--- src/verilog/rtc_defines.svh ---
`ifndef RTC_DEFINES_SVH
`define RTC_DEFINES_SVH
// word offsets (byte addresses) on the register bus
`define OFS_CFG 6'h00
`define OFS_PAD 6'h04
`define OFS_ALCFG 6'h08
`define OFS_TWIN 6'h0c
`define OFS_AWIN 6'h10
`define OFS_KEY 6'h14
`define OFS_EVT 6'h18
// configuration, pad and alarm register fields
`define CFG_EN_BIT 15
`define CFG_WREN_BIT 13
`define CFG_SYNC_BIT 12
`define CFG_HALF_BIT 11
`define CFG_OE_BIT 10
`define CFG_PTR_LSB 8
`define PAD_SEL_BIT 1
`define AL_EN_BIT 15
`define AL_CHIME_BIT 14
`define AL_MASK_LSB 10
`define AL_PTR_LSB 8
// reset values and keys
`define CFG_RESET 16'h0000
`define PAD_RESET 16'h0000
`define AL_RESET 16'h0000
`define KEY_FIRST 8'h55
`define KEY_SECOND 8'haa
// timing: 32.768 kHz timebase from 100 MHz core clock, half-second count
`define CLK_HZ 100000000
`define TB_HZ 32768
`define TB_DIV ((`CLK_HZ + `TB_HZ - 1) / `TB_HZ)
`define HALF_TICKS 16384
// rollover ripple window in core cycles after each half-second tick
`define SYNC_CYCLES 4
`endif

--- src/verilog/rtc_pkg.sv ---
package rtc_pkg;
  typedef enum logic [1:0] {
    PTR_MIN_SEC = 2'h0,
    PTR_WD_HR = 2'h1,
    PTR_MON_DAY = 2'h2,
    PTR_YEAR = 2'h3
  } ptr_t;
  typedef enum logic [2:0] {
    KEY_IDLE = 3'h1,
    KEY_GOT55 = 3'h2,
    KEY_OPEN = 3'h4
  } key_state_t;
endpackage : rtc_pkg

--- src/verilog/rtc_timebase.sv ---
`timescale 1ns/1ps
`include "rtc_defines.svh"
module rtc_timebase (
  input wire logic clk_in, // core clock
  input wire logic rst_in, // synchronous reset
  input wire logic run_in, // module enabled
  input wire logic clr_in, // restart the half-second phase
  output logic half_tick_out, // one-cycle pulse each half second
  output logic half_out // second half of a second
);
  logic [11:0] div_ff, nxt_div;
  logic [13:0] cnt_ff, nxt_cnt;
  logic half_ff, nxt_half;
  logic tick_ff, nxt_tick;

  always_comb begin
    nxt_div = div_ff;
    nxt_cnt = cnt_ff;
    nxt_half = half_ff;
    nxt_tick = 1'b0;
    if (clr_in) begin
      nxt_cnt = 14'h0;
      nxt_half = 1'b0;
    end else if (run_in) begin
      if (div_ff == 12'(`TB_DIV - 1)) begin
        nxt_div = 12'h0;
        if (cnt_ff == 14'(`HALF_TICKS - 1)) begin
          nxt_cnt = 14'h0;
          nxt_half = ~half_ff;
          nxt_tick = 1'b1;
        end else begin
          nxt_cnt = cnt_ff + 14'h1;
        end
      end else begin
        nxt_div = div_ff + 12'h1;
      end
    end
  end

  always_ff @(posedge clk_in) begin
    if (rst_in) begin
      div_ff <= 12'h0;
      cnt_ff <= 14'h0;
      half_ff <= 1'b0;
      tick_ff <= 1'b0;
    end else begin
      div_ff <= nxt_div;
      cnt_ff <= nxt_cnt;
      half_ff <= nxt_half;
      tick_ff <= nxt_tick;
    end
  end

  assign half_tick_out = tick_ff;
  assign half_out = half_ff;
endmodule : rtc_timebase

--- src/verilog/rtc_regs.sv ---
// Our own choices: the register offsets and the Wishbone interface to the registers.
`timescale 1ns/1ps
`include "rtc_defines.svh"
module rtc_regs (
  input wire logic clk_in, // core clock
  input wire logic rst_in, // system reset
  input wire logic por_in, // power-on reset
  input wire logic wb_cyc_in, // wishbone cycle
  input wire logic wb_stb_in, // wishbone strobe
  input wire logic wb_we_in, // wishbone write
  input wire logic [5:0] wb_adr_in, // byte address
  input wire logic [3:0] wb_sel_in, // byte selects
  input wire logic [31:0] wb_dat_in, // write data
  output logic [31:0] wb_dat_out, // read data
  output logic wb_ack_out, // acknowledge
  input wire logic alarm_match_in, // alarm compare hit from time chain
  output logic pin_out, // clock pin level
  output logic pin_oe_n_out // clock pin enable, low drives
);
  logic [15:0] cfg_ff, nxt_cfg;
  logic pad_sel_ff, nxt_pad_sel;
  logic [15:0] al_ff, nxt_al;
  logic [7:0] tv_ff [0:7];
  logic [7:0] nxt_tv [0:7];
  logic [7:0] av_ff [0:5];
  logic [7:0] nxt_av [0:5];
  rtc_pkg::key_state_t key_ff, nxt_key;
  logic [31:0] rdat_ff, nxt_rdat;
  logic ack_ff, nxt_ack;
  logic [2:0] sync_ff, nxt_sync;
  logic pulse_ff, nxt_pulse;
  logic half_tick, half_phase, clr_half;
  logic req, wr, rd, hi_w, lo_w, wren;
  logic [1:0] tptr, aptr;

  // ------------------------------------------------------------
  // helpers
  // ------------------------------------------------------------
  function automatic logic [1:0] step_down(input logic [1:0] p);
    step_down = (p == 2'h0) ? 2'h0 : p - 2'h1;
  endfunction : step_down

  function automatic logic [7:0] bcd_mask(input logic [1:0] p, input logic hi);
    logic [7:0] m;
    m = 8'hff;
    unique case (rtc_pkg::ptr_t'(p))
      rtc_pkg::PTR_MIN_SEC: m = 8'h7f;
      rtc_pkg::PTR_WD_HR: m = hi ? 8'h07 : 8'h3f;
      rtc_pkg::PTR_MON_DAY: m = hi ? 8'h1f : 8'h3f;
      rtc_pkg::PTR_YEAR: m = hi ? 8'h00 : 8'hff;
    endcase
    bcd_mask = m;
  endfunction : bcd_mask

  rtc_timebase u_tb (
    .clk_in(clk_in),
    .rst_in(rst_in),
    .run_in(cfg_ff[`CFG_EN_BIT]),
    .clr_in(clr_half),
    .half_tick_out(half_tick),
    .half_out(half_phase)
  );

  assign req = wb_cyc_in & wb_stb_in & ~ack_ff;
  assign wr = req & wb_we_in;
  assign rd = req & ~wb_we_in;
  assign hi_w = wr & wb_sel_in[1];
  assign lo_w = wr & wb_sel_in[0];
  assign wren = cfg_ff[`CFG_WREN_BIT];
  assign tptr = cfg_ff[`CFG_PTR_LSB +: 2];
  assign aptr = al_ff[`AL_PTR_LSB +: 2];
  assign clr_half = lo_w & wren & (wb_adr_in == `OFS_TWIN) & (tptr == 2'h0);

  // ------------------------------------------------------------
  // key sequence
  // ------------------------------------------------------------
  always_comb begin
    nxt_key = key_ff;
    unique case (key_ff)
      rtc_pkg::KEY_IDLE:
        if (wr && wb_adr_in == `OFS_KEY && wb_dat_in[7:0] == `KEY_FIRST) begin
          nxt_key = rtc_pkg::KEY_GOT55;
        end
      rtc_pkg::KEY_GOT55:
        if (wr && wb_adr_in == `OFS_KEY && wb_dat_in[7:0] == `KEY_SECOND) begin
          nxt_key = rtc_pkg::KEY_OPEN;
        end else if (wr) begin
          nxt_key = rtc_pkg::KEY_IDLE;
        end
      rtc_pkg::KEY_OPEN:
        if (wr) begin
          nxt_key = rtc_pkg::KEY_IDLE;
        end
      default: nxt_key = rtc_pkg::KEY_IDLE;
    endcase
  end

  always_ff @(posedge clk_in) begin
    if (rst_in) begin
      key_ff <= rtc_pkg::KEY_IDLE;
    end else begin
      key_ff <= nxt_key;
    end
  end

  // ------------------------------------------------------------
  // configuration and pad registers
  // ------------------------------------------------------------
  always_comb begin
    nxt_cfg = cfg_ff;
    nxt_pad_sel = pad_sel_ff;
    nxt_sync = (sync_ff != 3'h0) ? sync_ff - 3'h1 : 3'h0;
    if (half_tick) begin
      nxt_sync = 3'(`SYNC_CYCLES);
    end
    if (wr && wb_adr_in == `OFS_CFG) begin
      if (wb_sel_in[0]) begin
        nxt_cfg[7:0] = wb_dat_in[7:0];
      end
      if (wb_sel_in[1]) begin
        nxt_cfg[`CFG_OE_BIT] = wb_dat_in[`CFG_OE_BIT];
        nxt_cfg[`CFG_PTR_LSB +: 2] = wb_dat_in[`CFG_PTR_LSB +: 2];
        nxt_cfg[`CFG_WREN_BIT] = wb_dat_in[`CFG_WREN_BIT] &
          (~wren ? (key_ff == rtc_pkg::KEY_OPEN) : 1'b1);
        if (wren) begin
          nxt_cfg[`CFG_EN_BIT] = wb_dat_in[`CFG_EN_BIT];
        end
      end
    end else if (rd && wb_adr_in == `OFS_TWIN) begin
      nxt_cfg[`CFG_PTR_LSB +: 2] = step_down(tptr);
    end else if (hi_w && wb_adr_in == `OFS_TWIN) begin
      nxt_cfg[`CFG_PTR_LSB +: 2] = step_down(tptr);
    end
    if (wr && wb_adr_in == `OFS_PAD && wb_sel_in[0]) begin
      nxt_pad_sel = wb_dat_in[`PAD_SEL_BIT];
    end
    nxt_cfg[14] = 1'b0;
    nxt_cfg[`CFG_SYNC_BIT] = 1'b0;
    nxt_cfg[`CFG_HALF_BIT] = 1'b0;
  end

  always_ff @(posedge clk_in) begin
    if (por_in) begin
      cfg_ff <= `CFG_RESET;
    end else begin
      cfg_ff <= nxt_cfg;
    end
    if (rst_in) begin
      pad_sel_ff <= 1'b0;
      sync_ff <= 3'h0;
    end else begin
      pad_sel_ff <= nxt_pad_sel;
      sync_ff <= nxt_sync;
    end
  end

  // ------------------------------------------------------------
  // alarm configuration and events
  // ------------------------------------------------------------
  always_comb begin
    nxt_al = al_ff;
    nxt_pulse = 1'b0;
    if (wr && wb_adr_in == `OFS_ALCFG) begin
      if (wb_sel_in[0]) begin
        nxt_al[7:0] = wb_dat_in[7:0];
      end
      if (wb_sel_in[1]) begin
        nxt_al[15:8] = wb_dat_in[15:8];
      end
    end else if (rd && wb_adr_in == `OFS_AWIN) begin
      nxt_al[`AL_PTR_LSB +: 2] = step_down(aptr);
    end else if (hi_w && wb_adr_in == `OFS_AWIN) begin
      nxt_al[`AL_PTR_LSB +: 2] = step_down(aptr);
    end
    // reserved mask code 5 never fires
    if (alarm_match_in && al_ff[`AL_EN_BIT] && al_ff[`AL_MASK_LSB + 3 -: 3] != 3'h5) begin
      nxt_pulse = 1'b1;
      if (al_ff[7:0] != 8'h00 || al_ff[`AL_CHIME_BIT]) begin
        nxt_al[7:0] = al_ff[7:0] - 8'h01;
      end else begin
        nxt_al[`AL_EN_BIT] = 1'b0;
      end
    end
  end

  always_ff @(posedge clk_in) begin
    if (rst_in) begin
      al_ff <= `AL_RESET;
      pulse_ff <= 1'b0;
    end else begin
      al_ff <= nxt_al;
      pulse_ff <= nxt_pulse;
    end
  end

  // ------------------------------------------------------------
  // value windows
  // ------------------------------------------------------------
  always_comb begin
    for (int i = 0; i < 8; i++) begin
      nxt_tv[i] = tv_ff[i];
    end
    for (int i = 0; i < 6; i++) begin
      nxt_av[i] = av_ff[i];
    end
    if (wren && wb_adr_in == `OFS_TWIN) begin
      if (hi_w) begin
        nxt_tv[{tptr, 1'b1}] = wb_dat_in[15:8] & bcd_mask(tptr, 1'b1);
      end
      if (lo_w) begin
        nxt_tv[{tptr, 1'b0}] = wb_dat_in[7:0] & bcd_mask(tptr, 1'b0);
      end
    end
    if (wr && wb_adr_in == `OFS_AWIN && aptr != 2'h3) begin
      if (hi_w) begin
        nxt_av[3'({aptr, 1'b1})] = wb_dat_in[15:8] & bcd_mask(aptr, 1'b1);
      end
      if (lo_w) begin
        nxt_av[3'({aptr, 1'b0})] = wb_dat_in[7:0] & bcd_mask(aptr, 1'b0);
      end
    end
  end

  always_ff @(posedge clk_in) begin
    for (int i = 0; i < 8; i++) begin
      tv_ff[i] <= rst_in ? 8'h00 : nxt_tv[i];
    end
    for (int i = 0; i < 6; i++) begin
      av_ff[i] <= rst_in ? 8'h00 : nxt_av[i];
    end
  end

  // ------------------------------------------------------------
  // bus answer
  // ------------------------------------------------------------
  always_comb begin
    nxt_ack = req;
    nxt_rdat = 32'h0;
    if (rd) begin
      unique case (wb_adr_in)
        `OFS_CFG: nxt_rdat = {16'h0, cfg_ff[15:13], (sync_ff != 3'h0), half_phase,
          cfg_ff[10:0]};
        `OFS_PAD: nxt_rdat = {30'h0, pad_sel_ff, 1'b0};
        `OFS_ALCFG: nxt_rdat = {16'h0, al_ff};
        `OFS_TWIN: nxt_rdat = {16'h0, tv_ff[{tptr, 1'b1}], tv_ff[{tptr, 1'b0}]};
        `OFS_AWIN: nxt_rdat = (aptr == 2'h3) ? 32'h0 :
          {16'h0, av_ff[3'({aptr, 1'b1})], av_ff[3'({aptr, 1'b0})]};
        `OFS_EVT: nxt_rdat = {31'h0, al_ff[`AL_EN_BIT]};
        default: nxt_rdat = 32'h0;
      endcase
    end
  end

  always_ff @(posedge clk_in) begin
    if (rst_in) begin
      ack_ff <= 1'b0;
      rdat_ff <= 32'h0;
    end else begin
      ack_ff <= nxt_ack;
      rdat_ff <= nxt_rdat;
    end
  end

  assign wb_ack_out = ack_ff;
  assign wb_dat_out = rdat_ff;
  assign pin_out = pad_sel_ff ? half_phase : pulse_ff;
  assign pin_oe_n_out = ~cfg_ff[`CFG_OE_BIT];

  // ------------------------------------------------------------
  // checks
  // ------------------------------------------------------------
  lock_holds_a: assert property (@(posedge clk_in) disable iff (rst_in)
    !wren |=> $stable(tv_ff[0]) && $stable(tv_ff[1]))
    else $error("time value changed while locked");
  en_lock_a: assert property (@(posedge clk_in) disable iff (rst_in | por_in)
    !wren |=> $stable(cfg_ff[`CFG_EN_BIT]))
    else $error("enable changed while locked");
  wren_key_a: assert property (@(posedge clk_in) disable iff (rst_in | por_in)
    $rose(cfg_ff[`CFG_WREN_BIT]) |-> $past(key_ff) == rtc_pkg::KEY_OPEN)
    else $error("write enable set without key");
  tptr_floor_a: assert property (@(posedge clk_in) disable iff (rst_in | por_in)
    tptr == 2'h0 && rd && wb_adr_in == `OFS_TWIN |=> tptr == 2'h0)
    else $error("time pointer left zero");
  aptr_read_a: assert property (@(posedge clk_in) disable iff (rst_in)
    aptr == 2'h2 && rd && wb_adr_in == `OFS_AWIN |=> aptr == 2'h1)
    else $error("alarm pointer did not step");
  ack_pulse_a: assert property (@(posedge clk_in) disable iff (rst_in)
    wb_ack_out |=> !wb_ack_out)
    else $error("ack longer than one cycle");
  pin_off_a: assert property (@(posedge clk_in) disable iff (rst_in | por_in)
    wr && wb_adr_in == `OFS_CFG && wb_sel_in[1]
    |=> pin_oe_n_out == !$past(wb_dat_in[`CFG_OE_BIT]))
    else $error("pin enable does not follow write");
  alarm_stop_a: assert property (@(posedge clk_in) disable iff (rst_in)
    nxt_pulse && al_ff[7:0] == 8'h00 && !al_ff[`AL_CHIME_BIT] && !wr
    |=> !al_ff[`AL_EN_BIT])
    else $error("alarm enable not cleared");
endmodule : rtc_regs

--- config.mk ---
export PLATFORM = sky130hd
export DESIGN_NAME = rtc_regs
export DESIGN_NICKNAME = d
export VERILOG_FILES = /design/src/verilog/rtc_pkg.sv /design/src/verilog/rtc_timebase.sv /design/src/verilog/rtc_regs.sv
export VERILOG_INCLUDE_DIRS = /design/src /design/src/verilog
export SDC_FILE = /design/constraint.sdc
export NUM_CORES = 1
export LEC_CHECK = 0
export ABC_AREA = 1
export BUFFER_PORTS_ARGS = -buffer_cell sky130_fd_sc_hd__buf_2
export CAP_MARGIN = 20
export CORE_MARGIN = 8
export CORE_UTILIZATION = 60
export CTS_CLUSTER_DIAMETER = 150
export DETAILED_ROUTE_END_ITERATION = 10
export HOLD_SLACK_MARGIN = 0.08
export MAX_ROUTING_LAYER = met4
export PLACE_DENSITY = 0.8
export SETUP_SLACK_MARGIN = 0.2
export SLEW_MARGIN = 25
export SYNTH_ARGS = -nofsm -noshare
export SYNTH_HDL_FRONTEND = slang
export SYNTH_SLANG_ARGS = --single-unit
--- constraint.sdc ---
create_clock -name clk_in -period 2.08 [get_ports clk_in]
set_input_delay 0.312 -clock clk_in [delete_from_list [all_inputs] [get_ports clk_in]]
set_output_delay 0.312 -clock clk_in [all_outputs]
set_load 0.03 [all_outputs]
### Word-level counts from Yosys, hierarchy flattened

Memories as Yosys holds them, arrays and structs flattened. A register that Yosys moved wholly into a read port is not among the register bits.
Index checks and enable logic that the tools add are counted.

* multiplexer cells: 85
* bitwise gates (word level): 27
* equal/unequal tests: 24
* add/subtract/negate cells: 6
* order comparisons: 8
* reductions and logical operators: 43

Operators with widths (number)
* $mux W64: 4
* $mux W8: 31
* $mux W48: 4
* $bwmux W64: 2
* $bwmux W48: 2
* $demux W8 S3: 4
* $pmux W16 S6: 1
* $pmux W8 S4: 2
* $pmux W8 S3: 2
* $mux W3: 13
* $and A8 B8 Y8: 4
* $logic_and A1 B1 Y1: 20
* $eq A6 B5 Y1 const B: 3
* $mux W2: 9
* $ge A4 B4 Y1 const B: 4
* $lt A4 B1 Y1 const B: 4
* $mux W16: 1
* $not A3 Y4: 4
* $add A14 B1 Y14 const B: 1
* $eq A14 B14 Y1 const B: 1
* $mux W14: 1
* $reduce_and A2 Y1: 7
* $add A12 B1 Y12 const B: 1
* $eq A12 B12 Y1 const B: 1
* 29 further kinds: 67

* output and inout port bits: 35
* RAM bits: 112
* memories kept: 2
* logic and storage cells: 214
* bits in registers: 101

Memories
* tv_ff: words 8, bits a word 8, rd ports 10, clocked after memory_dff 2, wr ports 8, line rtc_regs.sv:23 `logic [7:0] tv_ff [0:7];`
* av_ff: words 6, bits a word 8, rd ports 8, clocked after memory_dff 2, wr ports 6, line rtc_regs.sv:25 `logic [7:0] av_ff [0:5];`

### Depth between registers and ports, before layout

* depth in word-level cells: 14
* mapped depth: 11

### Cells and area by module

A second synthesis with hierarchy kept.

* cell total of the unflattened synthesis: 1579
* area, all modules: 9952.0 sq um

By module, submodules not included
* rtc_regs: seq. area each 3263.1 sq um, cells an instance 1348, times used 1, area an instance 8428.1 sq um
* rtc_timebase: seq. area each 560.5 sq um, cells an instance 231, times used 1, area an instance 1524.0 sq um

### Worst setup path after synthesis

OpenSTA, ideal clock, no wires.

* path kind: register to register
* start point: reg u_tb.div_ff[0]
* end point: reg u_tb.cnt_ff[0]
* setup time: 128 ps
* required time: 1952 ps
* cell stages (with the launch flop): 9
* setup slack: 436 ps
* arrival time: 1516 ps
* clock period less this slack: 1644 ps
* cell sequence: dfxtp_1 ha_1 inv_1 nor2_1 nand3_1 nor2_1 inv_1 nand2_1 a21oi_1

* longest elaborated chain between the ends: 2

Ends and longest elaborated chain
* from (decl): line rtc_timebase.sv:11 `logic [11:0] div_ff, nxt_div;`
* from (signal assigned): line rtc_timebase.sv:47 `div_ff <= nxt_div;`
* $eq A12 B12 Y1: line rtc_timebase.sv:25 `` if (div_ff == 12'(`TB_DIV - 1)) begin ``
* $reduce_and A2 Y1 (no line)
* to (signal assigned): line rtc_timebase.sv:48 `cnt_ff <= nxt_cnt;`
* to (decl): line rtc_timebase.sv:12 `logic [13:0] cnt_ff, nxt_cnt;`

No other way between the ends.
A chain may end at the register's enable or synchronous reset.

==> load_flow_metrics.sql <==
INSERT INTO impl_metrics (metric_group, metric, value, unit) VALUES
('synth', 'netlist-cell-type-count', '33', ''),
('finish', 'fillers', '1363', ''),
('drt', 'drt_drc_violations_left', '0', ''),
('sta', 'finalSetupViolCount', '0', ''),
('setup_path', 'r2r.worst_path.cells', '7', ''),
('setup_path', 'timing.reg2reg.setup_slack', '270', 'ps'),
('sta', 'layout_min_cycle_time', '1810', 'ps'),
('pwr', 'powerDensity', '703', 'nW/um^2'),
('drt', 'drt_first_pass_iters', '6', ''),
('clocking', 'clockBufferDepth', '2', ''),
('worst_hold_path', 'worstHoldEndpoint', 'al_ff[15]', ''),
('setup_path', 'crit_type', 'reg2reg', ''),
('synth', 'synthesis.instances', '1366', ''),
('global_route', 'vias_in_the_first_global_route', '7943', ''),
('die', 'ioPinCount', '84', ''),
('place', 'place.port_buffers', '49', ''),
('synth', 'netlist.top_cell.by_area', 'dfxtp_1', ''),
('worst_hold_path', 'min_path_type', 'in2reg', ''),
('die', 'dieArea', '19700', 'um^2'),
('global_route', 'grt.total_usage', '0.256', ''),
('finish', 'finish.net_count', '1484', ''),
('synth', 'synth.cells.most_frequent', 'nand2_1 (222), nor2_1 (201), dfxtp_1 (191)', ''),
('die', 'fp.coreArea', '15200', 'um^2'),
('setup_path', 'cp.required', '2340', 'ps'),
('clocking', 'clock_sink_count', '191', ''),
('finish', 'seqCellArea', '3830', 'um^2'),
('die', 'initial_utilization', '0.612', ''),
('finish', 'insertedDiodeCount', '0', ''),
('pwr', 'ir_worst_vdd', '0.000602', 'V'),
('clocking', 'clock-root-buffer', 'clkbuf_16', ''),
('finish', 'final_core_util', '0.685', ''),
('finish', 'share_of_layout_cells_above_drive_strength_1', '0.108', ''),
('clocking', 'tritoncts_clock_tree', 'yes', ''),
('clocking', 'cts_htree_levels', '4', ''),
('clocking', 'clk_transition_reported_paths', '70', 'ps'),
('drt', 'routed-via-count', '8926', ''),
('die', 'die_width', '141', 'um'),
('synth', 'synth_area_per_cell', '6.81', 'um^2'),
('place', 'dp_hpwl', '17.9', 'mm'),
('sta', 'skew', '8.88', 'ps'),
('clocking', 'number_of_buffers_added_by_the_clock_tree_synthesis_step', '17', ''),
('global_route', 'grt_max_degree', '119', ''),
('setup_path', 'cp-start-kind', 'flip-flop', ''),
('setup_path', 'endpoint_kind', 'flip-flop', ''),
('synth', 'synth.yosys.warnings', '0', ''),
('synth', 'most_area_consuming_cells_after_synthesis', 'dfxtp_1 (41%), o21ai_0 (9.7%), nand2_1 (9.0%)', ''),
('global_route', 'grt_first_pass_wirelength', '39.7', 'mm'),
('place', 'gpl.final_weighted_congestion', '0.938', ''),
('synth', 'synth_edf_count', '0', ''),
('drt', 'wirelength', '24.9', 'mm'),
('synth', 'ys_ff_latch', '191', ''),
('sta', 'rsz0062_at_grt', 'yes', ''),
('sta', 'final_max_slew_viol_count', '0', ''),
('drt', 'vias_per_cell', '5.52', ''),
('synth', 'synth_most_common_cell', 'nand2_1', ''),
('sta', 'max-slew-margin-rel', '0.489', ''),
('sta', 'worst-slew-pin-transition', '762', 'ps'),
('setup_path', 'maximum_fanout_encountered_on_the_critical_timing_path', '12', ''),
('die', 'chipHeight', '141', 'um'),
('worst_hold_path', 'min_delay_path_depth', '3', ''),
('job', 'max_cap_viol_count', '0', ''),
('sta', 'timing.final.crit_share', '0.870', ''),
('sta', 'hold_viol_final', '0', ''),
('pwr', 'p_leak', '0.00418', 'uW'),
('finish', 'multi_input_gate_area', '4610', 'um^2'),
('setup_path', 'worst_r2r_endpoint', 'wb_dat_out[4]', ''),
('worst_hold_path', 'critical_hold_path_startpoint', 'wb_dat_in[15]', ''),
('sta', 'fin_setup_tns', '0', 'ps'),
('global_route', 'grt.overflow.total', '0', ''),
('setup_path', 'timing.critical_path.arrival', '2070', 'ps'),
('synth', 'synth_seq_area_share', '0.411', ''),
('finish', 'syn2layout_area_growth', '12.0', '%'),
('sta', 'fmaxAchievable', '0.553', 'GHz'),
('synth', 'postSynth.asyncResetShare', '0', ''),
('synth', 'ys_dominant_reg_cell', 'dfxtp_1', ''),
('drt', 'routed_wire_length_per_instance', '15.4', 'um'),
('run_status', 'run_status', 'complete, no violations', ''),
('synth', 'synth_largest_type_area_fraction', '0.411', ''),
('global_route', 'initial_antenna_violation_count', '0', ''),
('clocking', 'clk_latency', '440', 'ps'),
('drt', 'drt_first_iter_violations', '1140', ''),
('synth', 'mappedNetlistArea', '9300', 'um^2'),
('drt', 'postRouteAntennaNets', '0', ''),
('die', 'fp-row-count', '45', '');
## cell usage in the layout (no fill, tap or decap), drive strengths merged, types with 2 or more instances in the layout
cell / instances
clkbuf: 22
nand3: 95
clkinv: 4
inv: 164
nand2: 224
nor3: 15
o21ai: 183
nor2: 211
nand4: 19
bufinv: 2
ha: 17
o21bai: 2
conb: 16
a21oi: 152
o211ai: 7
xor2: 6
dfxtp: 191
a31oi: 2
buf: 85
clkinvlp: 5
a22oi: 2
or2: 2
## kinds of logic after synthesis
| logic type | after synthesis | share of synthesized area |
|---|---|---|
| simple gates | 567 | 0.263 |
| compound gates | 349 | 0.191 |
| buf+inv | 234 | 0.105 |
| flops | 191 | 0.411 |
| fa+ha+maj | 17 | 0.0229 |
| xor+xnor | 7 | 0.00659 |
| other cells | 1 | 0.000403 |
## stage by stage
stage               instances  instance area, um^2  hold WS (ps)  total power, uW  setup slack (ps)
floorplan                1381                 9360           381             4040               436
global placement         1586                 9770           400             4140               114
detailed placement       1586                 9770           407             4150              40.6
CTS                      1618                10400           144             7330               230
global route             1618                10400           136             7550               189
finish                   1618                10400           154             7320               270
## worst max-delay path, cell delays in order (launching register included)
cell	delay, ps
dfxtp_1	330
clkinv_1	330
a21oi_1	280
o21ai_0	140
nand3_1	100
o21ai_0	170
nor2_1	160
a21oi_1	120
## registers in the layout (all words and copies together), names as in the netlist, named ones only
register	count
al_ff	16
pulse_ff	1
pad_sel_ff	1
wb_dat_out	16
av_ff	45
u_tb.div_ff	12
wb_ack_out	1
tv_ff	60
u_tb.cnt_ff	14
u_tb.half_tick_out	1
key_ff	3
cfg_ff	13
u_tb.half_out	1
sync_ff	3
## power by group
part	total [uW]	leakage, uW	internal [uW]	switching [uW]
logic	385	0.00238	101	285
registers	3690	0.00154	3680	11.4
clock network	3240	0.000264	1830	1410
total	7320	0.00418	5610	1710
## repair_timing
action	CTS	global route
endpoints found under the setup margin	7	43
pin swaps	0	0
buffers inserted	0	0
endpoints found under the hold margin	1	0
gates resized for setup	1	14
hold buffers	1	0
## worst max-delay path by stage
stage	cells after the start	slack, ps	end
global route	8	190	av_ff[0][6]
global placement	9	110	av_ff[5][6]
CTS	9	230	u_tb.cnt_ff[11]
floorplan	8	440	u_tb.cnt_ff[0]
finish	7	270	wb_dat_out[4]
detailed placement	9	40	av_ff[5][0]
## area by class of cell
type,count,area share
Clock inverter,9,0.0107
Clock buffer,22,0.0446
Timing Repair Buffer,86,0.0517
Tap cell,188,0.0226
Multi-Input combinational cell,956,0.443
Inverter,166,0.0598
Sequential cell,191,0.367
## layer usage
layer / part of all wire / track usage
met5: 0 / -
met4: 0.022 / 0.0888
met3: 0.077 / 0.0530
met2: 0.45 / 0.384
met1: 0.46 / 0.338
Note: power is estimated with default switching activity, not from simulation.
